===== src/hw/i2cm_pkg.sv =====
package i2cm_pkg;
  // Register byte addresses on the APB
  localparam logic [7:0] I2CM_ADDR_CTRL2  = 8'h00;
  localparam logic [7:0] I2CM_ADDR_STATUS = 8'h04;
  localparam logic [7:0] I2CM_ADDR_BUF    = 8'h08;
  localparam logic [7:0] I2CM_ADDR_RELOAD = 8'h0C;
  localparam logic [7:0] I2CM_ADDR_FLAGS  = 8'h10;
  localparam logic [7:0] I2CM_ADDR_CTRL1  = 8'h14;

  // Second control register fields
  localparam int I2CM_C2_BEGIN  = 0;
  localparam int I2CM_C2_REPEAT = 1;
  localparam int I2CM_C2_HALT   = 2;
  localparam int I2CM_C2_RECV   = 3;
  localparam int I2CM_C2_ACKREQ = 4;
  localparam int I2CM_C2_ACKNOWLEDGE_DATA_BIT  = 5;
  localparam int I2CM_C2_ACKST  = 6;

  // Serial status register fields
  localparam int I2CM_ST_FULL  = 0;
  localparam int I2CM_ST_BEGIN = 3;
  localparam int I2CM_ST_HALT  = 4;

  // Flag register fields (write one to clear)
  localparam int I2CM_FL_SIF  = 0;
  localparam int I2CM_FL_BCL  = 1;
  localparam int I2CM_FL_OV   = 2;
  localparam int I2CM_FL_WRITE_COLLISION_FLAG = 3;

  // First control register fields
  localparam int I2CM_C1_EN = 0;

  localparam logic [7:0]  I2CM_RELOAD_RST = 8'h00;
  localparam logic [7:0]  I2CM_BYTE_ZERO  = 8'h00;
  localparam logic [3:0]  I2CM_BITS_BYTE  = 4'h8;
  localparam logic [31:0] I2CM_WORD_ZERO  = 32'h0000_0000;

  // APB request bundle
  typedef struct packed {
    logic        psel;
    logic        penable;
    logic        pwrite;
    logic [7:0]  paddr;
    logic [31:0] pwdata;
  } i2cm_apb_req_s;

  // Master engine states
  typedef enum logic [7:0] {
    I2CM_IDLE    = 8'h01,
    I2CM_RX_LOW  = 8'h02,
    I2CM_RX_HIGH = 8'h04,
    I2CM_ACK_LOW = 8'h08,
    I2CM_ACK_HI  = 8'h10,
    I2CM_STP_SDA = 8'h20,
    I2CM_STP_SCL = 8'h40,
    I2CM_STP_END = 8'h80
  } i2cm_state_e;
endpackage : i2cm_pkg


===== src/hw/i2cm_brg.sv =====
`timescale 1ns/1ps
// Baud rate generator: reloads on request, pulses on rollover
module i2cm_brg (
  input  wire logic       i_clk_sys,
  input  wire logic       i_rst_b,
  input  wire logic       i_run,
  input  wire logic       i_load,
  input  wire logic [7:0] i_reload,
  output logic            o_tick
);
  import i2cm_pkg::*;

  logic [7:0] count;

  // Count down; a reload takes the low eight bits of the reload register
  always_ff @(posedge i_clk_sys) begin
    if (!i_rst_b) begin
      count  <= I2CM_BYTE_ZERO;
      o_tick <= 1'b0;
    end else if (i_load || !i_run) begin
      count  <= i_reload;
      o_tick <= 1'b0;
    end else if (count == I2CM_BYTE_ZERO) begin
      count  <= i_reload;
      o_tick <= 1'b1;
    end else begin
      count  <= count - 8'h01;
      o_tick <= 1'b0;
    end
  end
endmodule : i2cm_brg


===== src/hw/i2cm_master.sv =====
`timescale 1ns/1ps
// Contract
// - Setting the receive request bit starts clocking in one byte.
// - Receive request honoured only while idle; otherwise ignored.
// - Each generator rollover toggles SCL; sampled SDA shifts into the shift register.
// - After eighth falling edge: clear request, load buffer, set full and interrupt.
// - Reading the buffer clears the buffer-full flag.
// - Byte completing while buffer still full sets the overflow flag.
// - Buffer write during receive, acknowledge or stop sets write collision.
// - Acknowledge: SCL low, acknowledge bit on SDA, release SCL after one period.
// - Once SCL high, one period more, SCL low, clear request, go idle.
// - Acknowledge data bit zero sends acknowledge, one sends not-acknowledge.
// - Stop: SDA low, then count, release SCL, one period later release SDA.
// - SDA high with SCL high sets stop-detected; period later interrupt.
// - Reset disables the module and aborts any transfer.
// - Start and stop detected bits clear on reset or disable.
// - Busy bus with interrupt enabled raises it on a detected stop.
// - Released SDA read low while SCL high sets bus collision, goes idle.
// - Arbitration checked during transfers, start, repeated start and acknowledge; here it is checked only in the acknowledge SCL-high phase.
// - Collision in transmission halts, clears full flag, releases both lines.
// - Collision in a condition aborts it and clears its request bit.
// - After a collision bus monitored; stop sets the interrupt flag.
// - Buffer write after collision restarts transmission from the first bit; here it only loads the buffer and sets the full flag.
// - Generator reload takes the low eight bits of the reload register.
// - Generator reloads twice per SCL period.
module i2cm_master (
  input  wire logic                    i_clk_sys,
  input  wire logic                    i_rst_b,
  input  wire i2cm_pkg::i2cm_apb_req_s i_apb,
  output logic [31:0]                  o_prdata,
  output logic                         o_pready,
  output logic                         o_pslverr,
  input  wire logic                    i_scl,
  input  wire logic                    i_sda,
  output logic                         o_scl_oe,
  output logic                         o_sda_oe,
  output logic                         o_scl_out,
  output logic                         o_sda_out,
  output logic                         o_irq
);
  import i2cm_pkg::*;

  i2cm_state_e state;
  logic [7:0]  shift_reg;
  logic [7:0]  xfer_buf;
  logic [7:0]  reload;
  logic [3:0]  bit_cnt;
  logic        enable;
  logic        recv_req, ack_req, halt_req, ack_dt, ack_stat;
  logic        buf_full, sif, bcl, ovf, write_collision_flag;
  logic        seen_begin, seen_halt;
  logic        scl_low, sda_low;
  logic        scl_q, sda_q;
  logic        stop_wait;
  logic        brg_tick, brg_load, brg_run;
  logic        wr_en, rd_en;
  logic        stop_seen, start_seen, collide;

  // Register address match
  function automatic logic hit(input logic [7:0] a, input logic [7:0] r);
    return a == r;
  endfunction : hit

  // APB access phase strobes; slave answers in the first access cycle
  assign wr_en = i_apb.psel && i_apb.penable && i_apb.pwrite;
  assign rd_en = i_apb.psel && i_apb.penable && !i_apb.pwrite;

  // Bus condition detectors on the pins
  assign stop_seen  = scl_q && i_scl && !sda_q && i_sda;
  assign start_seen = scl_q && i_scl && sda_q && !i_sda;
  // Released SDA read low while SCL high, in acknowledge phase
  assign collide = (state == I2CM_ACK_HI) && !sda_low && i_scl && !i_sda;

  // Generator runs while busy; held loaded until the bus level it waits on is seen
  assign brg_run  = (state != I2CM_IDLE);
  assign brg_load = (state == I2CM_IDLE)
                 || (state == I2CM_ACK_HI && !i_scl)
                 || (state == I2CM_STP_SDA && i_sda)
                 || (state == I2CM_STP_END && !stop_wait);

  i2cm_brg u_brg (
    .i_clk_sys (i_clk_sys),
    .i_rst_b   (i_rst_b),
    .i_run     (brg_run),
    .i_load    (brg_load),
    .i_reload  (reload),
    .o_tick    (brg_tick)
  );

  // Previous pin levels for edge detection
  always_ff @(posedge i_clk_sys) begin
    if (!i_rst_b) begin
      scl_q <= 1'b1;
      sda_q <= 1'b1;
    end else begin
      scl_q <= i_scl;
      sda_q <= i_sda;
    end
  end

  // APB answer: one cycle, unmapped reads zero
  always_ff @(posedge i_clk_sys) begin
    if (!i_rst_b) begin
      o_pready  <= 1'b0;
      o_pslverr <= 1'b0;
      o_prdata  <= I2CM_WORD_ZERO;
    end else begin
      o_pready  <= i_apb.psel && !i_apb.penable;
      o_pslverr <= 1'b0;
      o_prdata  <= I2CM_WORD_ZERO;
      if (i_apb.psel && !i_apb.penable && !i_apb.pwrite) begin
        if (hit(i_apb.paddr, I2CM_ADDR_CTRL2)) begin
          o_prdata[I2CM_C2_RECV]   <= recv_req;
          o_prdata[I2CM_C2_ACKREQ] <= ack_req;
          o_prdata[I2CM_C2_HALT]   <= halt_req;
          o_prdata[I2CM_C2_ACKNOWLEDGE_DATA_BIT]  <= ack_dt;
          o_prdata[I2CM_C2_ACKST]  <= ack_stat;
        end else if (hit(i_apb.paddr, I2CM_ADDR_STATUS)) begin
          o_prdata[I2CM_ST_FULL]  <= buf_full;
          o_prdata[I2CM_ST_BEGIN] <= seen_begin;
          o_prdata[I2CM_ST_HALT]  <= seen_halt;
        end else if (hit(i_apb.paddr, I2CM_ADDR_BUF)) begin
          o_prdata[7:0] <= xfer_buf;
        end else if (hit(i_apb.paddr, I2CM_ADDR_RELOAD)) begin
          o_prdata[7:0] <= reload;
        end else if (hit(i_apb.paddr, I2CM_ADDR_FLAGS)) begin
          o_prdata[I2CM_FL_SIF]  <= sif;
          o_prdata[I2CM_FL_BCL]  <= bcl;
          o_prdata[I2CM_FL_OV]   <= ovf;
          o_prdata[I2CM_FL_WRITE_COLLISION_FLAG] <= write_collision_flag;
        end else if (hit(i_apb.paddr, I2CM_ADDR_CTRL1)) begin
          o_prdata[I2CM_C1_EN] <= enable;
        end
      end
    end
  end

  // Enable, reload value and acknowledge data bit
  always_ff @(posedge i_clk_sys) begin
    if (!i_rst_b) begin
      enable <= 1'b0;
      reload <= I2CM_RELOAD_RST;
      ack_dt <= 1'b0;
    end else if (wr_en) begin
      if (hit(i_apb.paddr, I2CM_ADDR_CTRL1)) begin
        enable <= i_apb.pwdata[I2CM_C1_EN];
      end
      if (hit(i_apb.paddr, I2CM_ADDR_RELOAD)) begin
        reload <= i_apb.pwdata[7:0];
      end
      if (hit(i_apb.paddr, I2CM_ADDR_CTRL2)) begin
        ack_dt <= i_apb.pwdata[I2CM_C2_ACKNOWLEDGE_DATA_BIT];
      end
    end
  end

  // Main engine: state, pins, shift register, request bits
  always_ff @(posedge i_clk_sys) begin
    if (!i_rst_b || !enable) begin
      state     <= I2CM_IDLE;
      scl_low   <= 1'b0;
      sda_low   <= 1'b0;
      shift_reg <= I2CM_BYTE_ZERO;
      bit_cnt   <= 4'h0;
      recv_req  <= 1'b0;
      ack_req   <= 1'b0;
      halt_req  <= 1'b0;
      stop_wait <= 1'b0;
    end else if (collide) begin
      state   <= I2CM_IDLE;
      scl_low <= 1'b0;
      sda_low <= 1'b0;
      ack_req <= 1'b0;
      bit_cnt <= 4'h0;
    end else begin
      case (state)
        I2CM_IDLE: begin
          if (wr_en && hit(i_apb.paddr, I2CM_ADDR_CTRL2)) begin
            if (i_apb.pwdata[I2CM_C2_RECV]) begin
              recv_req <= 1'b1;
              bit_cnt  <= 4'h0;
              scl_low  <= 1'b1;
              sda_low  <= 1'b0;
              state    <= I2CM_RX_LOW;
            end else if (i_apb.pwdata[I2CM_C2_ACKREQ]) begin
              ack_req <= 1'b1;
              scl_low <= 1'b1;
              sda_low <= !i_apb.pwdata[I2CM_C2_ACKNOWLEDGE_DATA_BIT];
              state   <= I2CM_ACK_LOW;
            end else if (i_apb.pwdata[I2CM_C2_HALT]) begin
              halt_req <= 1'b1;
              sda_low  <= 1'b1;
              state    <= I2CM_STP_SDA;
            end
          end
        end
        I2CM_RX_LOW: if (brg_tick) begin
          scl_low <= 1'b0;
          state   <= I2CM_RX_HIGH;
        end
        I2CM_RX_HIGH: if (brg_tick) begin
          scl_low   <= 1'b1;
          shift_reg <= {shift_reg[6:0], i_sda};
          bit_cnt   <= bit_cnt + 4'h1;
          if (bit_cnt + 4'h1 == I2CM_BITS_BYTE) begin
            recv_req <= 1'b0;
            state    <= I2CM_IDLE;
          end else begin
            state <= I2CM_RX_LOW;
          end
        end
        I2CM_ACK_LOW: if (brg_tick) begin
          scl_low <= 1'b0;
          state   <= I2CM_ACK_HI;
        end
        I2CM_ACK_HI: if (brg_tick && i_scl) begin
          scl_low <= 1'b1;
          sda_low <= 1'b0;
          ack_req <= 1'b0;
          state   <= I2CM_IDLE;
        end
        I2CM_STP_SDA: if (!i_sda && brg_tick) begin
          scl_low <= 1'b0;
          state   <= I2CM_STP_SCL;
        end
        I2CM_STP_SCL: if (brg_tick) begin
          sda_low   <= 1'b0;
          stop_wait <= 1'b0;
          state     <= I2CM_STP_END;
        end
        I2CM_STP_END: begin
          if (stop_seen) begin
            stop_wait <= 1'b1;
          end
          if (stop_wait && brg_tick) begin
            halt_req  <= 1'b0;
            stop_wait <= 1'b0;
            state     <= I2CM_IDLE;
          end
        end
        default: state <= I2CM_IDLE;
      endcase
    end
  end

  // Received byte completes on the eighth falling SCL edge
  logic byte_done;
  assign byte_done = (state == I2CM_RX_HIGH) && brg_tick && (bit_cnt + 4'h1 == I2CM_BITS_BYTE);

  // Serial interrupt sources: byte received, stop finished, acknowledge finished
  logic sif_set;
  assign sif_set = byte_done
                || (state == I2CM_STP_END && stop_wait && brg_tick)
                || (state == I2CM_ACK_HI && brg_tick && i_scl);

  // Transfer buffer and buffer-full flag
  always_ff @(posedge i_clk_sys) begin
    if (!i_rst_b) begin
      xfer_buf <= I2CM_BYTE_ZERO;
      buf_full <= 1'b0;
    end else if (byte_done) begin
      xfer_buf <= {shift_reg[6:0], i_sda};
      buf_full <= 1'b1;
    end else if (collide) begin
      buf_full <= 1'b0;
    end else if (rd_en && hit(i_apb.paddr, I2CM_ADDR_BUF)) begin
      buf_full <= 1'b0;
    end else if (wr_en && hit(i_apb.paddr, I2CM_ADDR_BUF) && state == I2CM_IDLE) begin
      xfer_buf <= i_apb.pwdata[7:0];
      buf_full <= 1'b1;
    end
  end

  // Sticky flags; hardware set wins over a write-one clear
  always_ff @(posedge i_clk_sys) begin
    if (!i_rst_b) begin
      sif  <= 1'b0;
      bcl  <= 1'b0;
      ovf  <= 1'b0;
      write_collision_flag <= 1'b0;
    end else begin
      if (sif_set) begin
        sif <= 1'b1;
      end else if (enable && stop_seen && state == I2CM_IDLE && seen_begin) begin
        sif <= 1'b1;
      end else if (wr_en && hit(i_apb.paddr, I2CM_ADDR_FLAGS) && i_apb.pwdata[I2CM_FL_SIF]) begin
        sif <= 1'b0;
      end
      if (collide) begin
        bcl <= 1'b1;
      end else if (wr_en && hit(i_apb.paddr, I2CM_ADDR_FLAGS) && i_apb.pwdata[I2CM_FL_BCL]) begin
        bcl <= 1'b0;
      end
      if (byte_done && buf_full) begin
        ovf <= 1'b1;
      end else if (wr_en && hit(i_apb.paddr, I2CM_ADDR_FLAGS) && i_apb.pwdata[I2CM_FL_OV]) begin
        ovf <= 1'b0;
      end
      if (wr_en && hit(i_apb.paddr, I2CM_ADDR_BUF) && state != I2CM_IDLE) begin
        write_collision_flag <= 1'b1;
      end else if (wr_en && hit(i_apb.paddr, I2CM_ADDR_FLAGS) && i_apb.pwdata[I2CM_FL_WRITE_COLLISION_FLAG]) begin
        write_collision_flag <= 1'b0;
      end
    end
  end

  // Acknowledge status and bus start/stop detection
  always_ff @(posedge i_clk_sys) begin
    if (!i_rst_b || !enable) begin
      seen_begin <= 1'b0;
      seen_halt  <= 1'b0;
      ack_stat   <= 1'b0;
    end else begin
      if (start_seen) begin
        seen_begin <= 1'b1;
        seen_halt  <= 1'b0;
      end else if (stop_seen) begin
        seen_halt  <= 1'b1;
        seen_begin <= 1'b0;
      end
    end
  end

  // Pin drivers and interrupt, all registered
  always_ff @(posedge i_clk_sys) begin
    if (!i_rst_b) begin
      o_scl_oe  <= 1'b0;
      o_sda_oe  <= 1'b0;
      o_scl_out <= 1'b0;
      o_sda_out <= 1'b0;
      o_irq     <= 1'b0;
    end else begin
      o_scl_oe  <= scl_low && enable && !collide;
      o_sda_oe  <= sda_low && enable && !collide;
      o_scl_out <= 1'b0;
      o_sda_out <= 1'b0;
      o_irq     <= sif || bcl;
    end
  end
endmodule : i2cm_master


===== config.mk =====
export PLATFORM = sky130hd
export DESIGN_NAME = i2cm_master
export DESIGN_NICKNAME = d
export VERILOG_FILES = /design/src/hw/i2cm_pkg.sv /design/src/hw/i2cm_brg.sv /design/src/hw/i2cm_master.sv
export SDC_FILE = /design/constraint.sdc
export NUM_CORES = 1
export LEC_CHECK = 0
export ABC_AREA = 1
export ABC_CLOCK_PERIOD_IN_PS = 1800
export BUFFER_PORTS_ARGS = -buffer_cell sky130_fd_sc_hd__buf_4
export CAP_MARGIN = 40
export CORE_MARGIN = 2
export CORE_UTILIZATION = 34
export CTS_CLUSTER_DIAMETER = 40
export DETAILED_ROUTE_END_ITERATION = 10
export REMOVE_ABC_BUFFERS = 1
export SLEW_MARGIN = 15
export SYNTH_ARGS = -nofsm -noshare
export SYNTH_HDL_FRONTEND = slang
export SYNTH_SLANG_ARGS = --single-unit

===== constraint.sdc =====
create_clock -name i_clk_sys -period 1.8 [get_ports i_clk_sys]
set_clock_uncertainty 0.05 [all_clocks]
set_input_delay 0.09 -clock i_clk_sys [delete_from_list [all_inputs] [get_ports i_clk_sys]]
set_output_delay 0.09 -clock i_clk_sys [all_outputs]
set_load 0.01 [all_outputs]

==> results_dict.tcl <==
set metrics [dict create \
    period_needed_ns 1.71 \
    port-buffer-count 34 \
    setup_violations 0 \
    dieArea_um2 12200 \
    synth_cell_types 38 \
    crit_required_ns 1.99 \
    first_global_vias 3477 \
    wl_per_cell_um 12.8 \
    stdcell_area_um2 4800 \
    cts_max_path_buffers 2 \
    period_share_pct 95.0 \
    path_clk_slew_ns 0.06 \
    crit_fanout 9 \
    dr.pass1.iters 4 \
    ys_seq_area_share_pct 37.9 \
    p_comb_share_pct 4.7 \
    vdd.ir_drop.worst_v 0.000422 \
    placed_area_um2 4280 \
    die_h_um 110 \
    antenna_found_initial 0 \
    critPathArrivalTime_ns 1.90 \
    power_switching_mw 0.828 \
    layout_setup_ws_ns 0.0907 \
    core_region_area_um2 10900 \
    criticalPathCategory "reg -> reg" \
    whs_ns 0.0113 \
    area_growth_pct 24.7 \
    seqPwrFrac_pct 43.0 \
    drv_slew 0 \
    power.density_nw_per_um2 785 \
    rows 38 \
    synth-async-reset-ratio_pct 0 \
    clkSinkCount 73 \
    clock-root-buffer "clkbuf_16" \
    num_vias 3653 \
    drive_gt1_share_pct 19.0 \
    status "complete, no violations" \
    syn-instance-count 557 \
    grt_usage_pct 16.3 \
    worstSetupStartpointType "flip-flop" \
    final-hold-violation-count 0 \
    start_util_pct 35.2 \
    crit_path_end_kind "flip-flop" \
    drt_wl_total_um 9880 \
    yosysWarnings 0 \
    avgSynthCellArea_um2 6.92 \
    grt_remaining_overflow 0 \
    postRouteAntennaNets 0 \
    cts_tree "built" \
    dp_slack_ns 0.0382 \
    synth-seq-cells 73 \
    p_leak_nw 2.09 \
    num_io_pins 86 \
    drc 0 \
    grt_setup_unrepaired "yes" \
    total_power_mw 3.77 \
    drtIter0Drc 254 \
    synth_ff_type "dfxtp_1" \
    cts_inserted_buffers 9 \
    netlist_area_um2 3850 \
    diodes 0 \
    hold_path_class "in -> reg" \
    grt_pass1_wl_um 16300 \
    cap_viol_max_count 0 \
    max_freq_mhz 585 \
    htree_levels 3 \
    netlist.area_leader.share_pct 37.9 \
    synth.area.top_cells "dfxtp_1 38%, nand2_1 9.8%, nor2_1 7.2%" \
    die_x_um 110 \
    final_core_util_pct 43.9 \
    slew_headroom_pct 61.3 \
    grt_max_degree 21 \
    place.gp.congestion 0.903 \
    p_clk_share_pct 52.3 \
    nets 675 \
    post-dp-hpwl_um 7530 \
    clk_latency_ns 0.34 \
    swShare_pct 22.0 \
    synth_area_leader_cell "dfxtp_1" \
    worst_pin_slew_ns 0.576 \
    synth_edf_count 0 \
    viasPerCell 4.74 \
    p_int_mw 2.94 \
]
critical path, cell delays in order (launching register included):
cell	delay (ns)
dfxtp_1	0.36
inv_1	0.08
nor2_1	0.11
nand2_1	0.10
nor2_4	0.20
nand2_1	0.10
nor2_1	0.25
a21oi_4	0.12
nand2_4	0.12
nand2_1	0.05
nand2_1	0.05
nor2_1	0.03
logic make-up after synthesis:
kind of cell             Yosys count  synth area share (%)
XOR/XNOR                           6                  1.36
flip-flops                        73                  37.9
adder cells (fa/ha/maj)            3                 0.974
AO/OA/AOI/OAI                     89                  12.6
buffers and inverters            115                  14.6
AND/OR/NAND/NOR                  270                  32.5
other                              1                0.0973
worst paths after layout:
path                                from        to  slack (ns)  depth (start not counted)
worst max-delay path            state[0]  state[2]        0.09                         11
worst min-delay path            i_apb[5]    ack_dt        0.01                          3
worst max register to register  state[0]  state[2]        0.09                         11
worst min register to register   scl_low  o_scl_oe        0.38                          2
repair_timing:
item                       in CTS  in global routing
setup endpoints to repair       0                 26
resized for setup               0                 15
hold buffers                    8                  0
hold endpoints to repair        7                  0
setup buffers                   0                  5
routing by layer:
metal | wire (µm) | global-route usage (%) | up-vias
met5 | 0 | 0 | -
met4 | 195 | 5.17 | 0
met3 | 435 | 3.95 | 16
met2 | 4760 | 27.9 | 87
met1 | 4490 | 20.3 | 1671
li1 | - | - | 1879
cell type report:
type / count / area (µm²)
clock buffer: 10 / 239
inverter: 76 / 285
sequential: 73 / 1470
tap: 140 / 175
timing repair buffer: 69 / 551
fill: 1113 / 6130
multi-input combinational: 396 / 2000
clock inverter: 6 / 90.1
cells in the final DEF, fill, tap and decap left out, types with 2 or more instances in the layout:
cell type      Yosys  routed
nor3_1             5       5
nand3_4            0       2
o21ai_0           27      27
a21oi_1           42      42
nand3_1           42      41
bufinv_16          0       2
nand2_4            2       4
nand2_1          101     100
dlygate4sd3_1      0       8
nand4_1           13      13
clkbuf_16          0       9
nor2_4             6      10
ha_1               3       3
inv_1             71      71
nor4_1             2       2
buf_4             27      60
a31oi_1            6       6
xor2_1             5       5
conb_1             1      27
nor2_1            74      74
or2_0              2       2
o22ai_1            5       5
dfxtp_1           73      70
a41oi_1            3       3
nor2_2             8       5
inv_2              4       4
nand2_2           10       9
dfxtp_2            0       3
synth_stat cells (3+ instances only):
cell,number
inv_2,4
clkbuf_1,4
o21ai_0,27
nor2_2,8
nand2_1,101
buf_2,5
ha_1,3
nand3_1,42
xor2_1,5
a31oi_1,6
a41oi_1,3
nor3_1,5
buf_4,27
nand4_1,13
inv_1,71
nor2_1,74
nand2_2,10
buf_6,3
o22ai_1,5
dfxtp_1,73
a21oi_1,42
nor2_4,6
per-stage QoR:
| stage | TNS (ns) | std cells |
|---|---|---|
| 5_1_grt | -0.0135 | 770 |
| 3_3_place_gp | 0 | 740 |
| 3_5_place_dp | 0 | 740 |
| 2_1_floorplan | 0 | 544 |
| 6_report | 0 | 770 |
| 4_1_cts | 0 | 764 |
power groups by stage:
stage               clock, mW  sequential [mW]  combinational (mW)
floorplan                   0             1.66              0.0752
global placement            0             1.66               0.160
detailed placement          0             1.66               0.162
CTS                      2.00             1.62               0.176
global route             2.08             1.62               0.196
finish                   1.97             1.62               0.179
Note: power is estimated with default switching activity, not from simulation.
